--- config.mk ---
export PLATFORM = sky130hd
export DESIGN_NAME = spipc_top
export DESIGN_NICKNAME = d
export VERILOG_FILES = /design/src/common/spipc_pkg.sv /design/src/rtl/spipc_top.sv
export VERILOG_INCLUDE_DIRS = /design/src /design/src/common
export SDC_FILE = /design/constraint.sdc
export NUM_CORES = 1
export LEC_CHECK = 0
export BUFFER_PORTS_ARGS = -buffer_cell sky130_fd_sc_hd__buf_2
export CORE_ASPECT_RATIO = 0.5
export CORE_MARGIN = 8
export CORE_UTILIZATION = 35
export DETAILED_ROUTE_END_ITERATION = 16
export PLACE_DENSITY = 0.62
export SKIP_LAST_GASP = 1
export SLEW_MARGIN = 40
export SYNTH_ARGS = -nofsm -noshare
export SYNTH_HDL_FRONTEND = slang
export SYNTH_SLANG_ARGS = --single-unit
--- constraint.sdc ---
create_clock -name mclk -period 5.7 [get_ports mclk]
set_input_delay 1.14 -clock mclk [delete_from_list [all_inputs] [get_ports mclk]]
set_output_delay 1.14 -clock mclk [all_outputs]
set_load 0.02 [all_outputs]
--- src/common/spipc_regs.svh ---
`ifndef SPIPC_REGS_SVH
`define SPIPC_REGS_SVH

// register byte offsets
`define SPIPC_CTRL_OFF  8'h00
`define SPIPC_STAT_OFF  8'h04
`define SPIPC_DIV_OFF   8'h08
`define SPIPC_TX_OFF    8'h0C
`define SPIPC_RX_OFF    8'h10

// control field positions
`define SPIPC_EN    0
`define SPIPC_MST   1
`define SPIPC_CPHA  2
`define SPIPC_CPOL  3
`define SPIPC_LSBF  5
`define SPIPC_TXM   6
`define SPIPC_UDM   7
`define SPIPC_OVW   8
`define SPIPC_SSEN  9
`define SPIPC_SOEN  10
`define SPIPC_LOOP  11
`define SPIPC_CONT  12

// reset values and writable mask
`define SPIPC_CTRL_RST   16'h0000
`define SPIPC_CTRL_MASK  16'h1FEF
`define SPIPC_DIV_RST    8'h00

// bus responses
`define SPIPC_OKAY    2'b00
`define SPIPC_SLVERR  2'b10

// last half period of a byte, last of the gap
`define SPIPC_LAST_HALF  4'hF
`define SPIPC_LAST_BIT   3'h7
`define SPIPC_GAP_END    4'h2

`endif

--- src/common/spipc_pkg.sv ---
`default_nettype none
package spipc_pkg;
   // master sequencer states
   typedef enum logic [1:0] {
      SPIPC_IDLE,
      SPIPC_XFER,
      SPIPC_GAP
   } spipc_state_t;
endpackage : spipc_pkg
`default_nettype wire

--- src/rtl/spipc_top.sv ---
// Overview of operation
// - 16-bit control register, top three bits and bit 4 reserved
// - 8-bit status register, read only
// - 8-bit divider sets master bit rate
// - 8-bit write-only transmit byte register
// - 8-bit read-only receive byte register
// - continuous mode: back-to-back bytes, select held
// - single mode: one byte, stall before next
// - loopback routes data output to input
// - slave data output driven only when enabled
// - master drives select only when enabled
// - overflow: overwrite or discard by control bit
// - underflow: resend previous byte or zeros
// - transmit-mode master: write starts, empty flags
// - receive-mode master: read starts, full flags
// - bit order: lsb or msb first
// - clock idles at the polarity bit level
// - phase selects clock pulse at bit start
// - master bit selects master or slave
// - enable bit gates the whole port
// - bit rate is core over two(div+1)
// - launch one edge, sample the other
//
// Local design decisions: the placing of the registers and the AXI4-Lite slave port.
`include "spipc_regs.svh"
`timescale 1ns/10ps
`default_nettype none

module spipc_top (
   // clock and reset
   input  wire logic        mclk,
   input  wire logic        reset,
   // axi4-lite write address
   input  wire logic [7:0]  s_axi_awaddr,
   input  wire logic        s_axi_awvalid,
   output logic             s_axi_awready,
   // axi4-lite write data
   input  wire logic [31:0] s_axi_wdata,
   input  wire logic [3:0]  s_axi_wstrb,
   input  wire logic        s_axi_wvalid,
   output logic             s_axi_wready,
   // axi4-lite write response
   output logic [1:0]       s_axi_bresp,
   output logic             s_axi_bvalid,
   input  wire logic        s_axi_bready,
   // axi4-lite read address
   input  wire logic [7:0]  s_axi_araddr,
   input  wire logic        s_axi_arvalid,
   output logic             s_axi_arready,
   // axi4-lite read data
   output logic [31:0]      s_axi_rdata,
   output logic [1:0]       s_axi_rresp,
   output logic             s_axi_rvalid,
   input  wire logic        s_axi_rready,
   // serial clock pin
   input  wire logic        sclk_i,
   output logic             sclk_o,
   output logic             sclk_oe,
   // master-out data pin
   input  wire logic        mosi_i,
   output logic             mosi_o,
   output logic             mosi_oe,
   // master-in data pin
   input  wire logic        miso_i,
   output logic             miso_o,
   output logic             miso_oe,
   // chip select pin, active low
   input  wire logic        cs_n_i,
   output logic             cs_n_o,
   output logic             cs_n_oe
);

   // software-visible state
   logic [15:0] ctrl_r;
   logic [7:0]  div_r;
   logic [7:0]  tx_r;
   logic [7:0]  prev_r;
   logic [7:0]  rx_r;
   logic        tx_full_r;
   logic        udf_r;
   logic        rx_full_r;
   logic        ovf_r;
   logic        start_req_r;

   // shift engine state
   spipc_pkg::spipc_state_t st_r;
   logic [7:0]  dcnt_r;
   logic [3:0]  h_r;
   logic        lvl_r;
   logic [7:0]  sh_r;
   logic [7:0]  rs_r;
   logic [2:0]  bc_r;
   logic        sclk_q_r;
   logic        sel_r;

   // bus state
   logic        aw_have_r;
   logic        w_have_r;
   logic [7:0]  awa_r;
   logic [31:0] wd_r;
   logic [3:0]  ws_r;

   // word-aligned address match
   function automatic logic hit(input logic [7:0] a, input logic [7:0] off);
      hit = (a[7:2] == off[7:2]);
   endfunction : hit

   // one shift step in the chosen bit order
   function automatic logic [7:0] shift_in(input logic [7:0] v, input logic b,
                                           input logic lsb);
      shift_in = lsb ? {b, v[7:1]} : {v[6:0], b};
   endfunction : shift_in

   // any mapped register
   function automatic logic mapped(input logic [7:0] a);
      mapped = hit(a, `SPIPC_CTRL_OFF) | hit(a, `SPIPC_STAT_OFF) |
               hit(a, `SPIPC_DIV_OFF) | hit(a, `SPIPC_TX_OFF) |
               hit(a, `SPIPC_RX_OFF);
   endfunction : mapped

   // control fields
   logic en, mst, cpha, cpol, lsbf, txm, udm, ovw, ssen, soen, loop, cont;
   assign en   = ctrl_r[`SPIPC_EN];
   assign mst  = ctrl_r[`SPIPC_MST];
   assign cpha = ctrl_r[`SPIPC_CPHA];
   assign cpol = ctrl_r[`SPIPC_CPOL];
   assign lsbf = ctrl_r[`SPIPC_LSBF];
   assign txm  = ctrl_r[`SPIPC_TXM];
   assign udm  = ctrl_r[`SPIPC_UDM];
   assign ovw  = ctrl_r[`SPIPC_OVW];
   assign ssen = ctrl_r[`SPIPC_SSEN];
   assign soen = ctrl_r[`SPIPC_SOEN];
   assign loop = ctrl_r[`SPIPC_LOOP];
   assign cont = ctrl_r[`SPIPC_CONT];

   // bus handshakes, one write and one read in flight
   logic wr_fire, rd_fire, tx_wr, rx_rd;
   assign s_axi_awready = !aw_have_r & !s_axi_bvalid;
   assign s_axi_wready  = !w_have_r & !s_axi_bvalid;
   assign s_axi_arready = !s_axi_rvalid;
   assign wr_fire = aw_have_r & w_have_r & !s_axi_bvalid;
   assign rd_fire = s_axi_arvalid & s_axi_arready;
   assign tx_wr   = wr_fire & hit(awa_r, `SPIPC_TX_OFF) & ws_r[0];
   assign rx_rd   = rd_fire & hit(s_axi_araddr, `SPIPC_RX_OFF);

   // master timing and edge decode
   logic m_act, tick, m_edge, m_last, start, load_m;
   assign m_act  = en & mst;
   assign tick   = (st_r != spipc_pkg::SPIPC_IDLE) & (dcnt_r >= div_r);
   assign m_edge = tick & (st_r == spipc_pkg::SPIPC_XFER);
   assign m_last = m_edge & (h_r == `SPIPC_LAST_HALF);
   assign start  = m_act & (st_r == spipc_pkg::SPIPC_IDLE) &
                   (txm ? tx_full_r : start_req_r);
   assign load_m = start | (m_last & cont & tx_full_r);

   // slave select and sampled clock edges
   logic s_sel, s_start, s_lead, s_trail;
   assign s_sel   = en & !mst & !cs_n_i;
   assign s_start = s_sel & !sel_r;
   assign s_lead  = s_sel & sel_r & (sclk_q_r == cpol) & (sclk_i != cpol);
   assign s_trail = s_sel & sel_r & (sclk_q_r != cpol) & (sclk_i == cpol);

   // leading edge samples unless phase moves launch to it
   logic lead, trail, samp, shft;
   assign lead  = mst ? (m_edge & !h_r[0]) : s_lead;
   assign trail = mst ? (m_edge & h_r[0]) : s_trail;
   assign samp  = cpha ? trail : lead;
   assign shft  = cpha ? lead : trail;

   // serial data path
   logic out_bit, in_bit, byte_done, load;
   logic [7:0] rs_nxt, ld_val;
   assign out_bit   = lsbf ? sh_r[0] : sh_r[7];
   assign in_bit    = loop ? out_bit : (mst ? miso_i : mosi_i);
   assign rs_nxt    = shift_in(rs_r, in_bit, lsbf);
   assign byte_done = samp & (bc_r == `SPIPC_LAST_BIT);
   assign load      = load_m | s_start | (byte_done & !mst);
   assign ld_val    = tx_full_r ? tx_r : (udm ? prev_r : 8'h00);

   // pin drivers
   assign sclk_o  = cpol ^ lvl_r;
   assign sclk_oe = m_act;
   assign mosi_o  = out_bit;
   assign mosi_oe = m_act;
   assign miso_o  = out_bit;
   assign miso_oe = en & !mst & soen & !cs_n_i;
   // select held through the last sampling edge of a byte
   assign cs_n_o  = !((st_r == spipc_pkg::SPIPC_XFER) |
                      ((st_r == spipc_pkg::SPIPC_GAP) & (h_r == 4'h0)));
   assign cs_n_oe = m_act & ssen;

   // write address and data captured in either order
   always_ff @(posedge mclk or posedge reset) begin
      if (reset) begin
         aw_have_r <= 1'b0;
         w_have_r  <= 1'b0;
         awa_r     <= 8'h00;
         wd_r      <= 32'h0000_0000;
         ws_r      <= 4'h0;
      end else begin
         if (s_axi_awvalid & s_axi_awready) begin
            aw_have_r <= 1'b1;
            awa_r     <= s_axi_awaddr;
         end else if (wr_fire) begin
            aw_have_r <= 1'b0;
         end
         if (s_axi_wvalid & s_axi_wready) begin
            w_have_r <= 1'b1;
            wd_r     <= s_axi_wdata;
            ws_r     <= s_axi_wstrb;
         end else if (wr_fire) begin
            w_have_r <= 1'b0;
         end
      end
   end

   // write response, error for unmapped offsets
   always_ff @(posedge mclk or posedge reset) begin
      if (reset) begin
         s_axi_bvalid <= 1'b0;
         s_axi_bresp  <= `SPIPC_OKAY;
      end else if (wr_fire) begin
         s_axi_bvalid <= 1'b1;
         s_axi_bresp  <= mapped(awa_r) ? `SPIPC_OKAY : `SPIPC_SLVERR;
      end else if (s_axi_bready) begin
         s_axi_bvalid <= 1'b0;
      end
   end

   // control and divider; status and receive ignore writes
   always_ff @(posedge mclk or posedge reset) begin
      if (reset) begin
         ctrl_r <= `SPIPC_CTRL_RST;
         div_r  <= `SPIPC_DIV_RST;
      end else if (wr_fire) begin
         if (hit(awa_r, `SPIPC_CTRL_OFF) & ws_r[0]) begin
            ctrl_r[7:0] <= wd_r[7:0] & 8'(`SPIPC_CTRL_MASK);
         end
         if (hit(awa_r, `SPIPC_CTRL_OFF) & ws_r[1]) begin
            ctrl_r[15:8] <= wd_r[15:8] & 8'(`SPIPC_CTRL_MASK >> 8);
         end
         if (hit(awa_r, `SPIPC_DIV_OFF) & ws_r[0]) begin
            div_r <= wd_r[7:0];
         end
      end
   end

   // read mux, reserved bits read zero
   logic [7:0] stat;
   logic [31:0] rd_val;
   assign stat = {2'b00, ovf_r, rx_full_r | ovf_r, rx_full_r, udf_r,
                  en & (!tx_full_r | udf_r), tx_full_r};
   always_comb begin
      rd_val = 32'h0000_0000;
      if (hit(s_axi_araddr, `SPIPC_CTRL_OFF)) begin
         rd_val[15:0] = ctrl_r;
      end else if (hit(s_axi_araddr, `SPIPC_STAT_OFF)) begin
         rd_val[7:0] = stat;
      end else if (hit(s_axi_araddr, `SPIPC_DIV_OFF)) begin
         rd_val[7:0] = div_r;
      end else if (hit(s_axi_araddr, `SPIPC_RX_OFF)) begin
         rd_val[7:0] = rx_r;
      end
   end

   // read answer one cycle after the address is taken
   always_ff @(posedge mclk or posedge reset) begin
      if (reset) begin
         s_axi_rvalid <= 1'b0;
         s_axi_rdata  <= 32'h0000_0000;
         s_axi_rresp  <= `SPIPC_OKAY;
      end else if (rd_fire) begin
         s_axi_rvalid <= 1'b1;
         s_axi_rdata  <= rd_val;
         s_axi_rresp  <= mapped(s_axi_araddr) ? `SPIPC_OKAY : `SPIPC_SLVERR;
      end else if (s_axi_rready) begin
         s_axi_rvalid <= 1'b0;
      end
   end

   // transmit holding register; a new write beats the load clear
   always_ff @(posedge mclk or posedge reset) begin
      if (reset) begin
         tx_r      <= 8'h00;
         prev_r    <= 8'h00;
         tx_full_r <= 1'b0;
         udf_r     <= 1'b0;
      end else begin
         if (tx_wr) begin
            tx_r <= wd_r[7:0];
         end
         if (load & tx_full_r) begin
            prev_r <= tx_r;
         end
         if (tx_wr) begin
            tx_full_r <= 1'b1;
         end else if (load) begin
            tx_full_r <= 1'b0;
         end
         if (load & !tx_full_r) begin
            udf_r <= 1'b1;
         end else if (tx_wr) begin
            udf_r <= 1'b0;
         end
      end
   end

   // receive register; a byte landing on a read is kept
   always_ff @(posedge mclk or posedge reset) begin
      if (reset) begin
         rx_r      <= 8'h00;
         rx_full_r <= 1'b0;
         ovf_r     <= 1'b0;
      end else if (byte_done) begin
         if (!rx_full_r | rx_rd | ovw) begin
            rx_r <= rs_nxt;
         end
         rx_full_r <= 1'b1;
         if (rx_full_r & !rx_rd) begin
            ovf_r <= 1'b1;
         end else if (rx_rd) begin
            ovf_r <= 1'b0;
         end
      end else if (rx_rd) begin
         rx_full_r <= 1'b0;
         ovf_r     <= 1'b0;
      end
   end

   // a receive read arms the next master byte
   always_ff @(posedge mclk or posedge reset) begin
      if (reset) begin
         start_req_r <= 1'b0;
      end else if (rx_rd & m_act & !txm) begin
         start_req_r <= 1'b1;
      end else if (start | !m_act) begin
         start_req_r <= 1'b0;
      end
   end

   // shifters; no launch before the first sample of a byte
   always_ff @(posedge mclk or posedge reset) begin
      if (reset) begin
         sh_r <= 8'h00;
         rs_r <= 8'h00;
         bc_r <= 3'h0;
      end else if (!en | (!mst & cs_n_i)) begin
         sh_r <= 8'h00;
         rs_r <= 8'h00;
         bc_r <= 3'h0;
      end else begin
         if (load) begin
            sh_r <= ld_val;
         end else if (shft & (bc_r != 3'h0)) begin
            sh_r <= shift_in(sh_r, 1'b0, lsbf);
         end
         if (samp) begin
            rs_r <= rs_nxt;
            bc_r <= bc_r + 3'h1;
         end
      end
   end

   // slave pin history, inputs already in this clock
   always_ff @(posedge mclk or posedge reset) begin
      if (reset) begin
         sclk_q_r <= 1'b0;
         sel_r    <= 1'b0;
      end else begin
         sclk_q_r <= sclk_i;
         sel_r    <= s_sel;
      end
   end

   // master sequencer: sixteen half periods, then gap or next byte
   always_ff @(posedge mclk or posedge reset) begin
      if (reset) begin
         st_r   <= spipc_pkg::SPIPC_IDLE;
         dcnt_r <= 8'h00;
         h_r    <= 4'h0;
         lvl_r  <= 1'b0;
      end else if (!m_act) begin
         st_r   <= spipc_pkg::SPIPC_IDLE;
         dcnt_r <= 8'h00;
         h_r    <= 4'h0;
         lvl_r  <= 1'b0;
      end else begin
         unique case (st_r)
            spipc_pkg::SPIPC_IDLE: begin
               dcnt_r <= 8'h00;
               h_r    <= 4'h0;
               if (start) begin
                  st_r <= spipc_pkg::SPIPC_XFER;
               end
            end
            spipc_pkg::SPIPC_XFER: begin
               if (tick) begin
                  dcnt_r <= 8'h00;
                  h_r    <= h_r + 4'h1;
                  lvl_r  <= ~lvl_r;
                  if (m_last & !(cont & tx_full_r)) begin
                     st_r <= spipc_pkg::SPIPC_GAP;
                  end
               end else begin
                  dcnt_r <= dcnt_r + 8'h01;
               end
            end
            spipc_pkg::SPIPC_GAP: begin
               if (tick) begin
                  dcnt_r <= 8'h00;
                  h_r    <= h_r + 4'h1;
                  if (h_r == `SPIPC_GAP_END) begin
                     st_r <= spipc_pkg::SPIPC_IDLE;
                  end
               end else begin
                  dcnt_r <= dcnt_r + 8'h01;
               end
            end
         endcase
      end
   end
endmodule : spipc_top
`default_nettype wire

# Yosys cells after proc, flatten, opt, wreduce, memory -nomap -nowiden
# Index checks and enable logic that the tools add are counted.
[totals] ff_bits=132 wordCells=225
[classes] add_sub_neg=3 n_lt_le_gt_ge=1 n_eq_ne=25 n_mux=60 n_bitwise=67 reduce_logical=39
[ops] op="$mux 8" count=15
[ops] op="$and 1x1->1" count=47
[ops] op="$mux 1" count=29
[ops] op="$eq 6x2->1 const B" count=4
[ops] op="$reduce_bool 2->1" count=10
[ops] op="$or 1x1->1" count=18
[ops] op="$logic_not 1->1" count=16
[ops] op="$mux 2" count=8
[ops] op="$pmux 8 s2" count=1
[ops] op="$eq 6x1->1 const B" count=2
[ops] op="$eq 6x3->1 const B" count=2
[ops] op="$logic_not 6->1" count=2
[ops] op="$reduce_and 2->1" count=5
[ops] op="$ne 3x2->1 const B" count=3
[ops] op="$ne 3x3->1 const B" count=3
[ops] op="$add 8x1->8 const B" count=1
[ops] op="$ge 8x8->1" count=1
[ops] op="$mux 4" count=2
[ops] op="$pmux 4 s2" count=1
[ops] op="$mux 3" count=2
[ops] op="$pmux 2 s3" count=1
[ops] op="$reduce_bool 3->1" count=2
[ops] op="$mux 5" count=1
[ops] op="$reduce_and 5->1" count=1
[ops] op="15 further kinds" count=18

# Logic depth before layout (Yosys ltp)
# Gate-level depths: netlist of the first run.
[logic_depth] ltp_word=13 mapped_depth=11 depth_no_buf=9

# Least setup slack after synthesis of the first run
# No wires, ideal clock.
[synth_timing] path_type="reg2out" from="register ctrl_r[5]" to="output port mosi_o" t_arrival_ns=1.660 required_ns=4.560 path_slack_ns=2.900 stages_incl_launch_ff=5 path_buffers=3 cell_sequence="dfrtp_1 > buf_1 > buf_1 > mux2_2 > buf_4"
[synth_between] elab_chain_cells=1
[synth_lines] item="start, declared" line="spipc_top.sv:74" source="logic [15:0] ctrl_r;"
[synth_lines] item="start signal, assigned" line="spipc_top.sv:233" source="ctrl_r <= `SPIPC_CTRL_RST;"
[synth_lines] item="start signal, assigned" line="spipc_top.sv:237" source="ctrl_r[7:0] <= wd_r[7:0] & 8'(`SPIPC_CTRL_MASK);"
[synth_lines] item="$mux 1" line="spipc_top.sv:173" source="assign out_bit = lsbf ? sh_r[0] : sh_r[7];"
[synth_lines] item="end, declared" line="spipc_top.sv:61" source="output logic mosi_o,"
# Every way passes these cells.

# Worst setup path after layout of the first run
[layout_timing] from="register div_r[5]" to="register rx_r[0]"
[layout_between] elab_chain_cells=8 word_cells_on_any_way=10
[layout_lines] item="start, declared" line="spipc_top.sv:75" source="logic [7:0] div_r;"
[layout_lines] item="start signal, assigned" line="spipc_top.sv:234" source="div_r <= `SPIPC_DIV_RST;"
[layout_lines] item="start signal, assigned" line="spipc_top.sv:243" source="div_r <= wd_r[7:0];"
[layout_lines] item="$ge 8x8->1 *" line="spipc_top.sv:149" source="assign tick = (st_r != spipc_pkg::SPIPC_IDLE) & (dcnt_r >= div_r);"
[layout_lines] item="$and 1x1->1 *" line="spipc_top.sv:149"
[layout_lines] item="$and 1x1->1 *" line="spipc_top.sv:150" source="assign m_edge = tick & (st_r == spipc_pkg::SPIPC_XFER);"
[layout_lines] item="$and 1x1->1, on equally long branches" line="spipc_top.sv:165, spipc_top.sv:166"
[layout_lines] item="$mux 1, on equally long branches" line="spipc_top.sv:165, spipc_top.sv:166"
[layout_lines] item="$mux 1 *" line="spipc_top.sv:167" source="assign samp = cpha ? trail : lead;"
[layout_lines] item="$and 1x1->1 *" line="spipc_top.sv:176" source="assign byte_done = samp & (bc_r == `SPIPC_LAST_BIT);"
[layout_lines] item="$reduce_and 2->1 (no line) *"
[layout_lines] item="end signal, assigned" line="spipc_top.sv:316" source="rx_r <= rs_nxt;"
[layout_lines] item="end, declared" line="spipc_top.sv:78" source="logic [7:0] rx_r;"
# Mark *: on every way between the ends. The rest lies on a longest branch, timed or not.
# A chain may end at the register's enable or synchronous reset.

==> results of run 1 <==
[registers in the layout (all words and copies together) (netlist names), 8 cells and up]
| signal | cells |
|---|---|
| s_axi_rdata | 13 |
| rs_r | 8 |
| div_r | 8 |
| wd_r | 13 |
| tx_r | 8 |
| rx_r | 8 |
| sh_r | 8 |
| ctrl_r | 12 |
| prev_r | 8 |
| dcnt_r | 8 |
[through the flow]
step / total power [uW] / instances / hold WS, ns / area, um2
after floorplan: 1720 / 570 / 0.441 / 6220
after global placement: 1900 / 824 / 0.459 / 6570
after detailed placement: 1930 / 824 / 0.465 / 6580
after CTS: 3050 / 856 / 0.479 / 7190
after global routing: 3190 / 856 / 0.493 / 7220
final: 3030 / 856 / 0.474 / 7220
[per-layer routing]
layer	global-route usage	wire length, um	share of wire	vias up
met5	0	0	0	-
met4	0.0437	153	0.011	0
met3	0.0309	708	0.049	11
met2	0.202	6500	0.45	109
met1	0.194	7120	0.49	2072
li1	-	-	-	2025
[power by group through the flow]
stage	combinational (uW)	sequential [uW]	clock, uW
after floorplan	521	1200	0
after global placement	576	1330	0
after detailed placement	591	1340	0
after CTS	597	1320	1130
after global routing	658	1360	1170
final	593	1330	1110
[placed cells by master, fill, tap and decap left out, drive strengths merged, types with 7 or more instances in the layout]
master    n
nand2    36
a221oi   12
mux2     59
ha       18
xor2      9
o21ai    27
mux2i    30
clkbuf   19
buf      68
conb     21
clkinv    8
a211oi   14
and3      7
nor2     39
inv      35
dfrtp   125
a21oi    11
nand3    11
[layout make-up]
cell class,instances,share of cell area
timing repair buffer,68,0.0482
inverter,35,0.0192
clock inverter,13,0.0232
clock buffer,19,0.0614
multi-input combinational,362,0.374
tap,234,0.0406
sequential,125,0.434
[kinds of logic after synthesis]
kind of cell / count (synthesis) / synth area share
adders and majority gates: 18 / 0.0367
AOI/OAI and AO/OA: 99 / 0.117
DFF: 125 / 0.509
xor gates and xnor gates: 12 / 0.0171
buffers and inverters: 83 / 0.0678
muxes: 89 / 0.157
and+or+nand+nor: 123 / 0.0943
other: 1 / 0.000611
[worst max-delay path: stages, from the launching register on]
cell	delay [ns]
dfrtp_1	0.41
inv_1	0.08
ha_1	0.30
a41oi_1	0.11
or2_0	0.26
o32ai_4	0.53
a41o_1	0.34
and2_1	0.68
o211ai_2	0.43
mux2_2	0.38
[worst max-delay path by stage]
stage / endpoint / depth (start not counted) / from
2_1_floorplan: aw_have_r / 1 / reset
3_3_place_gp: rx_r[0] / 9 / div_r[5]
3_5_place_dp: rx_r[0] / 9 / div_r[5]
4_1_cts: rx_r[0] / 9 / div_r[5]
5_1_grt: rx_r[0] / 9 / div_r[5]
6_report: rx_r[0] / 9 / div_r[5]
==> metrics.txt, run 1 <==
# TYPE chip_impl_metric gauge
chip_impl_metric{name="die_w",unit="um"} 203
chip_impl_metric{name="first_global_vias",unit=""} 4313
chip_impl_metric{name="timing.reg2reg.setup_slack",unit="ns"} 2.04
chip_impl_metric{name="final-seq-area",unit="um2"} 3130
chip_impl_metric{name="wl_per_cell",unit="um"} 16.9
chip_impl_metric{name="place.port_buffers",unit=""} 65
chip_impl_metric{name="pre_cts_ws",unit="ns"} 1.86
chip_impl_metric{name="max-slew-margin-rel",unit=""} 0.463
chip_impl_metric{name="cts_hold_buf",unit=""} 0
chip_impl_info{name="clockRootBuffer",value="clkbuf_16"} 1
chip_impl_metric{name="ys_seq_elements",unit=""} 125
chip_impl_metric{name="max_cap_viol_count",unit=""} 0
chip_impl_info{name="crit_path_end_kind",value="flop"} 1
chip_impl_metric{name="detail_route.iter0.violations",unit=""} 314
chip_impl_metric{name="core.rowCount",unit=""} 34
chip_impl_metric{name="cts.reportedPaths.clkPinSlew",unit="ns"} 0.06
chip_impl_metric{name="clock_power_share",unit=""} 0.368
chip_impl_metric{name="setup_tns",unit="ns"} 0
chip_impl_metric{name="antenna_found_initial",unit=""} 0
chip_impl_info{name="critPathKind",value="flop to flop"} 1
chip_impl_metric{name="fin_worst_skew",unit="ns"} 0.0112
chip_impl_metric{name="final-hold-violation-count",unit=""} 0
chip_impl_info{name="synth_top_flop_cell",value="dfrtp_1"} 1
chip_impl_metric{name="setup_ws",unit="ns"} 2.04
chip_impl_info{name="ys_top_cells_by_count",value="125 x dfrtp_1, 51 x mux2_2, 39 x nor2_1"} 1
chip_impl_metric{name="grt_max_degree",unit=""} 82
chip_impl_metric{name="report.final.setup_viol",unit=""} 0
chip_impl_info{name="result_of_the_run",value="complete, no violations"} 1
chip_impl_metric{name="worst-r2r-cell-count",unit=""} 9
chip_impl_metric{name="io_pins",unit=""} 112
chip_impl_metric{name="number_of_flops_mapped_to_enable_cells_by_yosys",unit=""} 0
chip_impl_metric{name="power.internal",unit="uW"} 2050
chip_impl_metric{name="combPwrFrac",unit=""} 0.195
chip_impl_metric{name="fmax",unit="MHz"} 273
chip_impl_info{name="worstHoldPathType",value="flop to flop"} 1
chip_impl_metric{name="drcViolationCount",unit=""} 0
chip_impl_metric{name="power_leakage",unit="uW"} 0.00346
chip_impl_metric{name="area_growth_from_synthesis_to_layout",unit="%"} 17.5
chip_impl_metric{name="synth-seq-area-share",unit=""} 0.509
chip_impl_metric{name="detailedPlacementHpwl",unit="um"} 10400
chip_impl_metric{name="die-height",unit="um"} 110
chip_impl_metric{name="layout_worst_path_cycle_share",unit=""} 0.642
chip_impl_metric{name="time_the_final_worst_path_needs_with_i_o_delays_and_setup",unit="ns"} 3.66
chip_impl_info{name="yosys.cell_count.top_type",value="dfrtp_1"} 1
chip_impl_metric{name="p_seq_frac",unit=""} 0.437
chip_impl_info{name="synth.largest_area_cell",value="dfrtp_1"} 1
chip_impl_metric{name="mean_syn_cell_area",unit="um2"} 11.2
chip_impl_metric{name="gp_congestion",unit=""} 0.817
chip_impl_metric{name="area_taken_by_multi_input_logic_gates",unit="um2"} 2700
chip_impl_metric{name="final_util",unit=""} 0.418
chip_impl_metric{name="insertedDiodeCount",unit=""} 0
chip_impl_metric{name="switching_share",unit=""} 0.323
chip_impl_metric{name="timing.critical_path.arrival",unit="ns"} 3.95
chip_impl_metric{name="switching_power",unit="uW"} 980
chip_impl_metric{name="detail_route.vias_per_cell",unit=""} 4.93
chip_impl_metric{name="grt.total_usage",unit=""} 0.136
chip_impl_metric{name="max-clock-path-buffers",unit=""} 2
chip_impl_info{name="hold_start",value="s_axi_rdata[1]"} 1
chip_impl_metric{name="floorplan.die_area",unit="um2"} 22300
chip_impl_metric{name="synth-async-reset-ratio",unit=""} 1.00
chip_impl_metric{name="clock_sinks",unit=""} 125
chip_impl_info{name="worstHoldEndpoint",value="s_axi_rdata[1]"} 1
chip_impl_metric{name="cts_buffers",unit=""} 17
chip_impl_metric{name="postCtsResizedCells",unit=""} 0
chip_impl_metric{name="routed_antenna_nets",unit=""} 0
chip_impl_metric{name="critPathRequiredTime",unit="ns"} 5.99
chip_impl_metric{name="initial_core_util",unit=""} 0.356
chip_impl_info{name="synth_area_leaders",value="dfrtp_1 51%, mux2_2 9.4%, mux2i_1 4.9%"} 1
chip_impl_metric{name="postRouteWirelength",unit="um"} 14500
chip_impl_metric{name="critical_path_peak_fanout",unit=""} 20
chip_impl_metric{name="vias",unit=""} 4217
chip_impl_metric{name="post_route_cells_drive_above_1_share",unit=""} 0.265
chip_impl_metric{name="timing_worst_slew_pin_value",unit="ns"} 0.806
chip_impl_metric{name="pwr_density_cell",unit="nW/um2"} 420
chip_impl_info{name="timing.rr.end",value="rx_r[0]"} 1
chip_impl_metric{name="core_area",unit="um2"} 17300
chip_impl_metric{name="synth_largest_type_area_fraction",unit=""} 0.509
chip_impl_info{name="grt_setup_unrepaired",value="no"} 1
chip_impl_metric{name="worst_skew_pair.late_latency",unit="ns"} 0.41
chip_impl_metric{name="yosys.cell_types.count",unit=""} 60
chip_impl_metric{name="post_cts_buffers",unit=""} 0
chip_impl_metric{name="final-max-slew-violation-count",unit=""} 0
chip_impl_metric{name="vdd.ir_drop.worst",unit="uV"} 236
chip_impl_metric{name="final_net_count",unit=""} 690
chip_impl_metric{name="cell_area_synth",unit="um2"} 6140
chip_impl_metric{name="worstHoldPathCells",unit=""} 2
chip_impl_metric{name="yosysWarnings",unit=""} 0
chip_impl_info{name="worst_setup_path_start_kind",value="flop"} 1
chip_impl_metric{name="firstDrtPassIters",unit=""} 4
chip_impl_metric{name="cts_max_level",unit=""} 4
chip_impl_info{name="tritoncts",value="done"} 1
chip_impl_metric{name="grt_first_pass_wirelength",unit="um"} 23800
chip_impl_metric{name="post_synth_inst_count",unit=""} 550
chip_impl_info{name="r2r_start",value="div_r[5]"} 1
chip_impl_metric{name="grt_residual_overflow",unit=""} 0
chip_impl_metric{name="fillCellCount",unit=""} 1651
Note: power is estimated with default switching activity, not from simulation.
==> run 2: changes to the inputs <==
--- a/config.mk
+++ b/config.mk
@@ -11,7 +11,7 @@
 export CORE_MARGIN = 8
 export CORE_UTILIZATION = 35
 export DETAILED_ROUTE_END_ITERATION = 16
-export PLACE_DENSITY = 0.62
+export PLACE_DENSITY = 0.64
 export SKIP_LAST_GASP = 1
 export SLEW_MARGIN = 40
 export SYNTH_ARGS = -nofsm -noshare
==> constraint.sdc (replaced) <==
create_clock -name mclk -period 3.1 [get_ports mclk]
set_input_delay 0.62 -clock mclk [delete_from_list [all_inputs] [get_ports mclk]]
set_output_delay 0.62 -clock mclk [all_outputs]
set_load 0.02 [all_outputs]
==> metrics.txt, run 2 (same netlist as run 1, synthesis figures left out) <==
# TYPE chip_impl_metric gauge
chip_impl_info{name="result_of_the_run",value="complete, no violations"} 1
chip_impl_metric{name="post_route_cells_drive_above_1_share",unit=""} 0.274
chip_impl_metric{name="floorplan.die_area",unit="um2"} 22300
chip_impl_info{name="grt_setup_unrepaired",value="no"} 1
chip_impl_info{name="worst_setup_path_start_kind",value="flop"} 1
chip_impl_metric{name="critical_path_peak_fanout",unit=""} 10
chip_impl_metric{name="antenna_found_initial",unit=""} 0
chip_impl_metric{name="report.final.setup_viol",unit=""} 0
chip_impl_metric{name="detailedPlacementHpwl",unit="um"} 10900
chip_impl_metric{name="vdd.ir_drop.worst",unit="uV"} 403
chip_impl_metric{name="clock_sinks",unit=""} 125
chip_impl_metric{name="fmax",unit="MHz"} 351
chip_impl_metric{name="timing_worst_slew_pin_value",unit="ns"} 0.746
chip_impl_metric{name="detail_route.vias_per_cell",unit=""} 4.95
chip_impl_metric{name="pwr_density_cell",unit="nW/um2"} 768
chip_impl_metric{name="cts_buffers",unit=""} 17
chip_impl_metric{name="time_the_final_worst_path_needs_with_i_o_delays_and_setup",unit="ns"} 2.85
chip_impl_info{name="critPathKind",value="flop to flop"} 1
chip_impl_metric{name="grt_max_degree",unit=""} 48
chip_impl_metric{name="max-clock-path-buffers",unit=""} 2
chip_impl_metric{name="wl_per_cell",unit="um"} 16.7
chip_impl_metric{name="core.rowCount",unit=""} 34
chip_impl_metric{name="final_net_count",unit=""} 704
chip_impl_metric{name="final-hold-violation-count",unit=""} 0
chip_impl_metric{name="area_growth_from_synthesis_to_layout",unit="%"} 19.2
chip_impl_metric{name="layout_worst_path_cycle_share",unit=""} 0.919
chip_impl_metric{name="gp_congestion",unit=""} 0.823
chip_impl_metric{name="routed_antenna_nets",unit=""} 0
chip_impl_info{name="crit_path_end_kind",value="flop"} 1
chip_impl_metric{name="cts_hold_buf",unit=""} 0
chip_impl_metric{name="grt_first_pass_wirelength",unit="um"} 23900
chip_impl_metric{name="critPathRequiredTime",unit="ns"} 3.41
chip_impl_metric{name="vias",unit=""} 4303
chip_impl_info{name="final_cell_mix",value="125 x dfrtp_1, 65 x buf_2, 51 x mux2_2"} 1
chip_impl_metric{name="detail_route.iter0.violations",unit=""} 255
chip_impl_metric{name="die-height",unit="um"} 110
chip_impl_metric{name="max_cap_viol_count",unit=""} 0
chip_impl_metric{name="timing.critical_path.arrival",unit="ns"} 3.16
chip_impl_metric{name="dpl_cell_area",unit="um2"} 6700
chip_impl_metric{name="post_cts_buffers",unit=""} 0
chip_impl_metric{name="place.port_buffers",unit=""} 65
chip_impl_metric{name="final-max-slew-violation-count",unit=""} 0
chip_impl_metric{name="fin_worst_skew",unit="ns"} 0.0111
chip_impl_metric{name="power_leakage",unit="uW"} 0.00353
chip_impl_metric{name="die_w",unit="um"} 203
chip_impl_metric{name="dpl.cell_count",unit=""} 838
chip_impl_metric{name="postCtsResizedCells",unit=""} 0
chip_impl_metric{name="initial_core_util",unit=""} 0.356
chip_impl_info{name="worstHoldPathType",value="primary input to asynchronous set/reset pin"} 1
chip_impl_metric{name="postRouteWirelength",unit="um"} 14500
chip_impl_metric{name="io_pins",unit=""} 112
chip_impl_metric{name="setup_tns",unit="ns"} 0
chip_impl_metric{name="cts.reportedPaths.clkPinSlew",unit="ns"} 0.06
chip_impl_metric{name="insertedDiodeCount",unit=""} 0
chip_impl_metric{name="grt_residual_overflow",unit=""} 0
chip_impl_metric{name="firstDrtPassIters",unit=""} 5
chip_impl_metric{name="first_global_vias",unit=""} 4394
chip_impl_info{name="clockRootBuffer",value="clkbuf_16"} 1
chip_impl_info{name="largest_registers",value="s_axi_rdata: 13 flops, wd_r: 13 flops, ctrl_r: 12 flops"} 1
chip_impl_info{name="tritoncts",value="done"} 1
chip_impl_info{name="layout.cells.most_common",value="dfrtp_1"} 1
chip_impl_metric{name="grt.total_usage",unit=""} 0.134
chip_impl_metric{name="drcViolationCount",unit=""} 0
chip_impl_metric{name="worst_skew_pair.late_latency",unit="ns"} 0.41
chip_impl_metric{name="post_layout_nonfiller_instances",unit=""} 870
chip_impl_metric{name="core_area",unit="um2"} 17300
chip_impl_metric{name="timing.hold.ws",unit="ns"} 0.315
chip_impl_metric{name="cts_max_level",unit=""} 4
chip_impl_metric{name="layout.cell_area.non_filler",unit="um2"} 7320
chip_impl_metric{name="max-slew-margin-rel",unit=""} 0.503
-- run 2: path summary, 6_finish.rpt --
| check | depth (start not counted) | slack, ns | to | start |
|---|---|---|---|---|
| setup / recovery | 10 | 0.25 | sh_r[1] | div_r[5] |
| hold / removal | 2 | 0.31 | h_r[1] | reset |
| min in group mclk | 1 | 0.38 | sclk_q_r | sclk_i |
| setup reg to reg | 10 | 0.25 | sh_r[1] | div_r[5] |
| max in group asynchronous | 3 | 1.96 | wd_r[0] | reset |
| hold reg to reg | 2 | 0.47 | s_axi_rdata[3] | s_axi_rdata[3] |
-- run 2: layout make-up --
| class | instances | area [um2] |
|---|---|---|
| Timing Repair Buffer | 82 | 465 |
| Multi-Input combinational cell | 362 | 2680 |
| Clock inverter | 14 | 193 |
| Clock buffer | 18 | 429 |
| Inverter | 35 | 135 |
| Fill cell | 1663 | 9950 |
| Tap cell | 234 | 293 |
| Sequential cell | 125 | 3130 |
-- run 2: metal layers --
layer,GRT usage,vias to the layer above,routed length [um]
met2,0.202,132,6250
met1,0.194,2122,7250
met4,0.0324,0,70
met3,0.0294,6,949
li1,-,2043,-
met5,0,-,0
-- run 2: power by group --
part | internal, uW | total, uW | switching [uW] | leakage [uW]
combinational | 542 | 1190 | 650 | 0.00159
clock | 1350 | 2100 | 750 | 0.000296
sequential | 1970 | 2340 | 363 | 0.00164
-- run 2: critical path: stages (launching register included) --
cell      delay (ns)
dfrtp_1         0.38
inv_1           0.07
ha_1            0.30
a41oi_1         0.11
or2_0           0.23
o32ai_2         0.36
buf_4           0.25
a21oi_1         0.09
a221o_1         0.50
mux2i_1         0.19
a211oi_1        0.27
-- run 2: through the flow --
step / util / setup slack (ns) / total power, uW
after CTS: 0.424 / 0.230 / 5670
after detailed placement: 0.388 / 0.242 / 3570
after floorplan: - / 0.468 / 3170
final: 0.424 / 0.252 / 5620
after global routing: 0.424 / 0.0360 / 5920
after global placement: 0.388 / 0.304 / 3530
==> run 3: changes to the inputs <==
--- a/config.mk
+++ b/config.mk
@@ -6,6 +6,7 @@
 export SDC_FILE = /design/constraint.sdc
 export NUM_CORES = 1
 export LEC_CHECK = 0
+export ABC_AREA = 1
 export BUFFER_PORTS_ARGS = -buffer_cell sky130_fd_sc_hd__buf_2
 export CORE_ASPECT_RATIO = 0.5
 export CORE_MARGIN = 8
@@ -17,3 +18,4 @@
 export SYNTH_ARGS = -nofsm -noshare
 export SYNTH_HDL_FRONTEND = slang
 export SYNTH_SLANG_ARGS = --single-unit
+export TNS_END_PERCENT = 20
==> metrics.txt, run 3 <==
# TYPE chip_impl_metric gauge
chip_impl_metric{name="clock_sinks",unit=""} 125
chip_impl_metric{name="gp_congestion",unit=""} 0.855
chip_impl_metric{name="grt_max_degree",unit=""} 126
chip_impl_metric{name="grt.total_usage",unit=""} 0.135
chip_impl_metric{name="die-height",unit="um"} 112
chip_impl_metric{name="yosysWarnings",unit=""} 0
chip_impl_metric{name="worst_skew_pair.late_latency",unit="ns"} 0.41
chip_impl_metric{name="final-max-slew-violation-count",unit=""} 0
chip_impl_info{name="grt_setup_unrepaired",value="no"} 1
chip_impl_metric{name="postCtsResizedCells",unit=""} 0
chip_impl_metric{name="die_w",unit="um"} 208
chip_impl_metric{name="drcViolationCount",unit=""} 0
chip_impl_metric{name="fmax",unit="MHz"} 397
chip_impl_metric{name="vdd.ir_drop.worst",unit="uV"} 387
chip_impl_info{name="result_of_the_run",value="complete, no violations"} 1
chip_impl_metric{name="setup_tns",unit="ns"} 0
chip_impl_metric{name="first_global_vias",unit=""} 5109
chip_impl_metric{name="max-clock-path-buffers",unit=""} 2
chip_impl_metric{name="power_leakage",unit="uW"} 0.00379
chip_impl_info{name="yosys.cell_count.top_type",value="nand2_1"} 1
chip_impl_metric{name="detail_route.vias_per_cell",unit=""} 4.71
chip_impl_metric{name="ys_seq_elements",unit=""} 125
chip_impl_metric{name="routed_antenna_nets",unit=""} 0
chip_impl_metric{name="antenna_found_initial",unit=""} 0
chip_impl_metric{name="layout_worst_path_cycle_share",unit=""} 0.812
chip_impl_metric{name="detail_route.iter0.violations",unit=""} 313
chip_impl_metric{name="detailedPlacementHpwl",unit="um"} 11100
chip_impl_metric{name="pwr_density_cell",unit="nW/um2"} 673
chip_impl_metric{name="grt_first_pass_wirelength",unit="um"} 25600
chip_impl_info{name="worst_setup_path_start_kind",value="flop"} 1
chip_impl_metric{name="synth_largest_type_area_fraction",unit=""} 0.484
chip_impl_metric{name="max-slew-margin-rel",unit=""} 0.469
chip_impl_metric{name="cts.reportedPaths.clkPinSlew",unit="ns"} 0.06
chip_impl_metric{name="final_net_count",unit=""} 905
chip_impl_metric{name="io_pins",unit=""} 112
chip_impl_metric{name="grt_residual_overflow",unit=""} 0
chip_impl_metric{name="postRouteWirelength",unit="um"} 15300
chip_impl_metric{name="cts_hold_buf",unit=""} 0
chip_impl_metric{name="firstDrtPassIters",unit=""} 5
chip_impl_info{name="ys_top_cells_by_count",value="165 x nand2_1, 125 x dfrtp_1, 115 x inv_1"} 1
chip_impl_metric{name="fin_worst_skew",unit="ns"} 0.00923
chip_impl_metric{name="place.port_buffers",unit=""} 65
chip_impl_info{name="largest_registers",value="s_axi_rdata: 13 flops, wd_r: 13 flops, ctrl_r: 12 flops"} 1
chip_impl_metric{name="vias",unit=""} 5075
chip_impl_metric{name="core.rowCount",unit=""} 35
chip_impl_metric{name="synth-async-reset-ratio",unit=""} 1.00
chip_impl_info{name="clockRootBuffer",value="clkbuf_16"} 1
chip_impl_metric{name="final_util",unit=""} 0.413
chip_impl_info{name="critical_path.most_common_cell",value="nand2_4"} 1
chip_impl_info{name="final_cell_mix",value="165 x nand2_1, 125 x dfrtp_1, 114 x inv_1"} 1
chip_impl_metric{name="critical_path_peak_fanout",unit=""} 12
chip_impl_metric{name="area_growth_from_synthesis_to_layout",unit="%"} 16.7
chip_impl_info{name="worstHoldPathType",value="primary input to asynchronous set/reset pin"} 1
chip_impl_metric{name="wl_per_cell",unit="um"} 14.2
chip_impl_info{name="critPathKind",value="flop to flop"} 1
chip_impl_metric{name="setup_ws",unit="ns"} 0.582
chip_impl_metric{name="cts_max_level",unit=""} 4
chip_impl_metric{name="core_area",unit="um2"} 18300
chip_impl_info{name="tritoncts",value="done"} 1
chip_impl_metric{name="crit_path_max_incr_delay",unit="ns"} 0.38
chip_impl_metric{name="post_synth_inst_count",unit=""} 754
chip_impl_metric{name="max_cap_viol_count",unit=""} 0
chip_impl_info{name="synth_area_leaders",value="dfrtp_1 48%, nand2_1 9.6%, inv_1 6.7%"} 1
chip_impl_metric{name="mean_syn_cell_area",unit="um2"} 8.57
chip_impl_metric{name="initial_core_util",unit=""} 0.354
chip_impl_info{name="synth.largest_area_cell",value="dfrtp_1"} 1
chip_impl_metric{name="floorplan.die_area",unit="um2"} 23300
chip_impl_metric{name="critPathRequiredTime",unit="ns"} 3.40
chip_impl_info{name="layout.cells.most_common",value="nand2_1"} 1
chip_impl_metric{name="number_of_flops_mapped_to_enable_cells_by_yosys",unit=""} 0
chip_impl_metric{name="insertedDiodeCount",unit=""} 0
chip_impl_metric{name="yosys.cell_types.count",unit=""} 45
chip_impl_metric{name="final-hold-violation-count",unit=""} 0
chip_impl_info{name="crit_path_end_kind",value="flop"} 1
chip_impl_metric{name="synth-seq-area-share",unit=""} 0.484
chip_impl_info{name="critPathSlowestCell",value="a31oi_4"} 1
chip_impl_info{name="path_cells",value="inv_1, ha_1, a21oi_1, o21a_1, nand2_4, nand2_4, nor2_4, a31oi_4, nand2_4, nor2_8, nor2_4, nand2_1, nand2_1"} 1
chip_impl_metric{name="cell_area_synth",unit="um2"} 6460
chip_impl_metric{name="cts_buffers",unit=""} 17
chip_impl_metric{name="time_the_final_worst_path_needs_with_i_o_delays_and_setup",unit="ns"} 2.52
chip_impl_metric{name="post_cts_buffers",unit=""} 0
chip_impl_metric{name="timing_worst_slew_pin_value",unit="ns"} 0.796
chip_impl_info{name="synth_top_flop_cell",value="dfrtp_1"} 1
chip_impl_metric{name="post_route_cells_drive_above_1_share",unit=""} 0.190
chip_impl_metric{name="report.final.setup_viol",unit=""} 0
chip_impl_metric{name="pre_cts_ws",unit="ns"} 0.632
chip_impl_metric{name="timing.reg2reg.setup_slack",unit="ns"} 0.58
chip_impl_metric{name="timing.critical_path.arrival",unit="ns"} 2.82
-- run 3: changes by cell type after synthesis, moves of 23 or more --
cell,delta
nand2_1,+129
inv_1,+80
mux2_2,-37
a21oi_1,+34
o21ai_0,+31
mux2i_1,-30
nor2_1,+23
-- run 3: worst paths after layout --
| kind | startpoint | to | cells after the start |
|---|---|---|---|
| min in group mclk | sclk_i | sclk_q_r | 1 |
| hold reg to reg | sh_r[3] | sh_r[3] | 2 |
| hold / removal | reset | h_r[1] | 3 |
| setup reg to reg | div_r[7] | sh_r[4] | 13 |
| setup / recovery | div_r[7] | sh_r[4] | 13 |
| max in group asynchronous | reset | s_axi_rdata[9] | 3 |
-- run 3: metal layers --
metal,share of wire,vias to the layer above,wire (um),track usage
li1,-,2510,-,-
met1,0.45,2436,6920,0.170
met5,0,-,0,0
met4,0.014,0,218,0.0480
met2,0.48,115,7380,0.225
met3,0.050,14,771,0.0342
-- run 3: layout make-up --
class                      instances  area (um2)
clock buffer                      19         433
clock inverter                    13         141
fill                            1788       10700
inverter                         117         443
multi-input combinational        491        2710
sequential                       125        3130
tap                              240         300
timing repair buffer              72         390
-- run 3: critical path, delay by kind of cell, from the launching register on --
family                   cells  cell delay [ns]
AND/OR/NAND/NOR              8             0.86
adder cells (fa/ha/maj)      1             0.28
AO/OA/AOI/OAI                3             0.75
buffers and inverters        1             0.16
flip-flops                   1             0.36
-- run 3: stage by stage --
| step | hold WS, ns | power (uW) | area (um2) | instances |
|---|---|---|---|---|
| CTS | 0.344 | 5120 | 7530 | 1075 |
| floorplan | 0.449 | 2890 | 6540 | 774 |
| finish | 0.353 | 5080 | 7540 | 1077 |
| global placement | 0.462 | 3130 | 6950 | 1043 |
| detailed placement | 0.465 | 3180 | 6950 | 1043 |
| global route | 0.340 | 5360 | 7540 | 1077 |
-- run 3: where the power goes --
group	internal, uW	switching (uW)
clock network	1190	739
registers	1900	212
logic	363	676
total	3450	1630
-- run 3: logic make-up after synthesis --
| family | after synthesis | synth area share |
|---|---|---|
| adders and majority gates | 18 | 0.0349 |
| buffers and inverters | 158 | 0.109 |
| DFF | 125 | 0.484 |
| other | 1 | 0.000580 |
| and+or+nand+nor | 290 | 0.206 |
| AOI/OAI and AO/OA | 142 | 0.133 |
| muxes | 14 | 0.0244 |
| xor gates and xnor gates | 6 | 0.00813 |
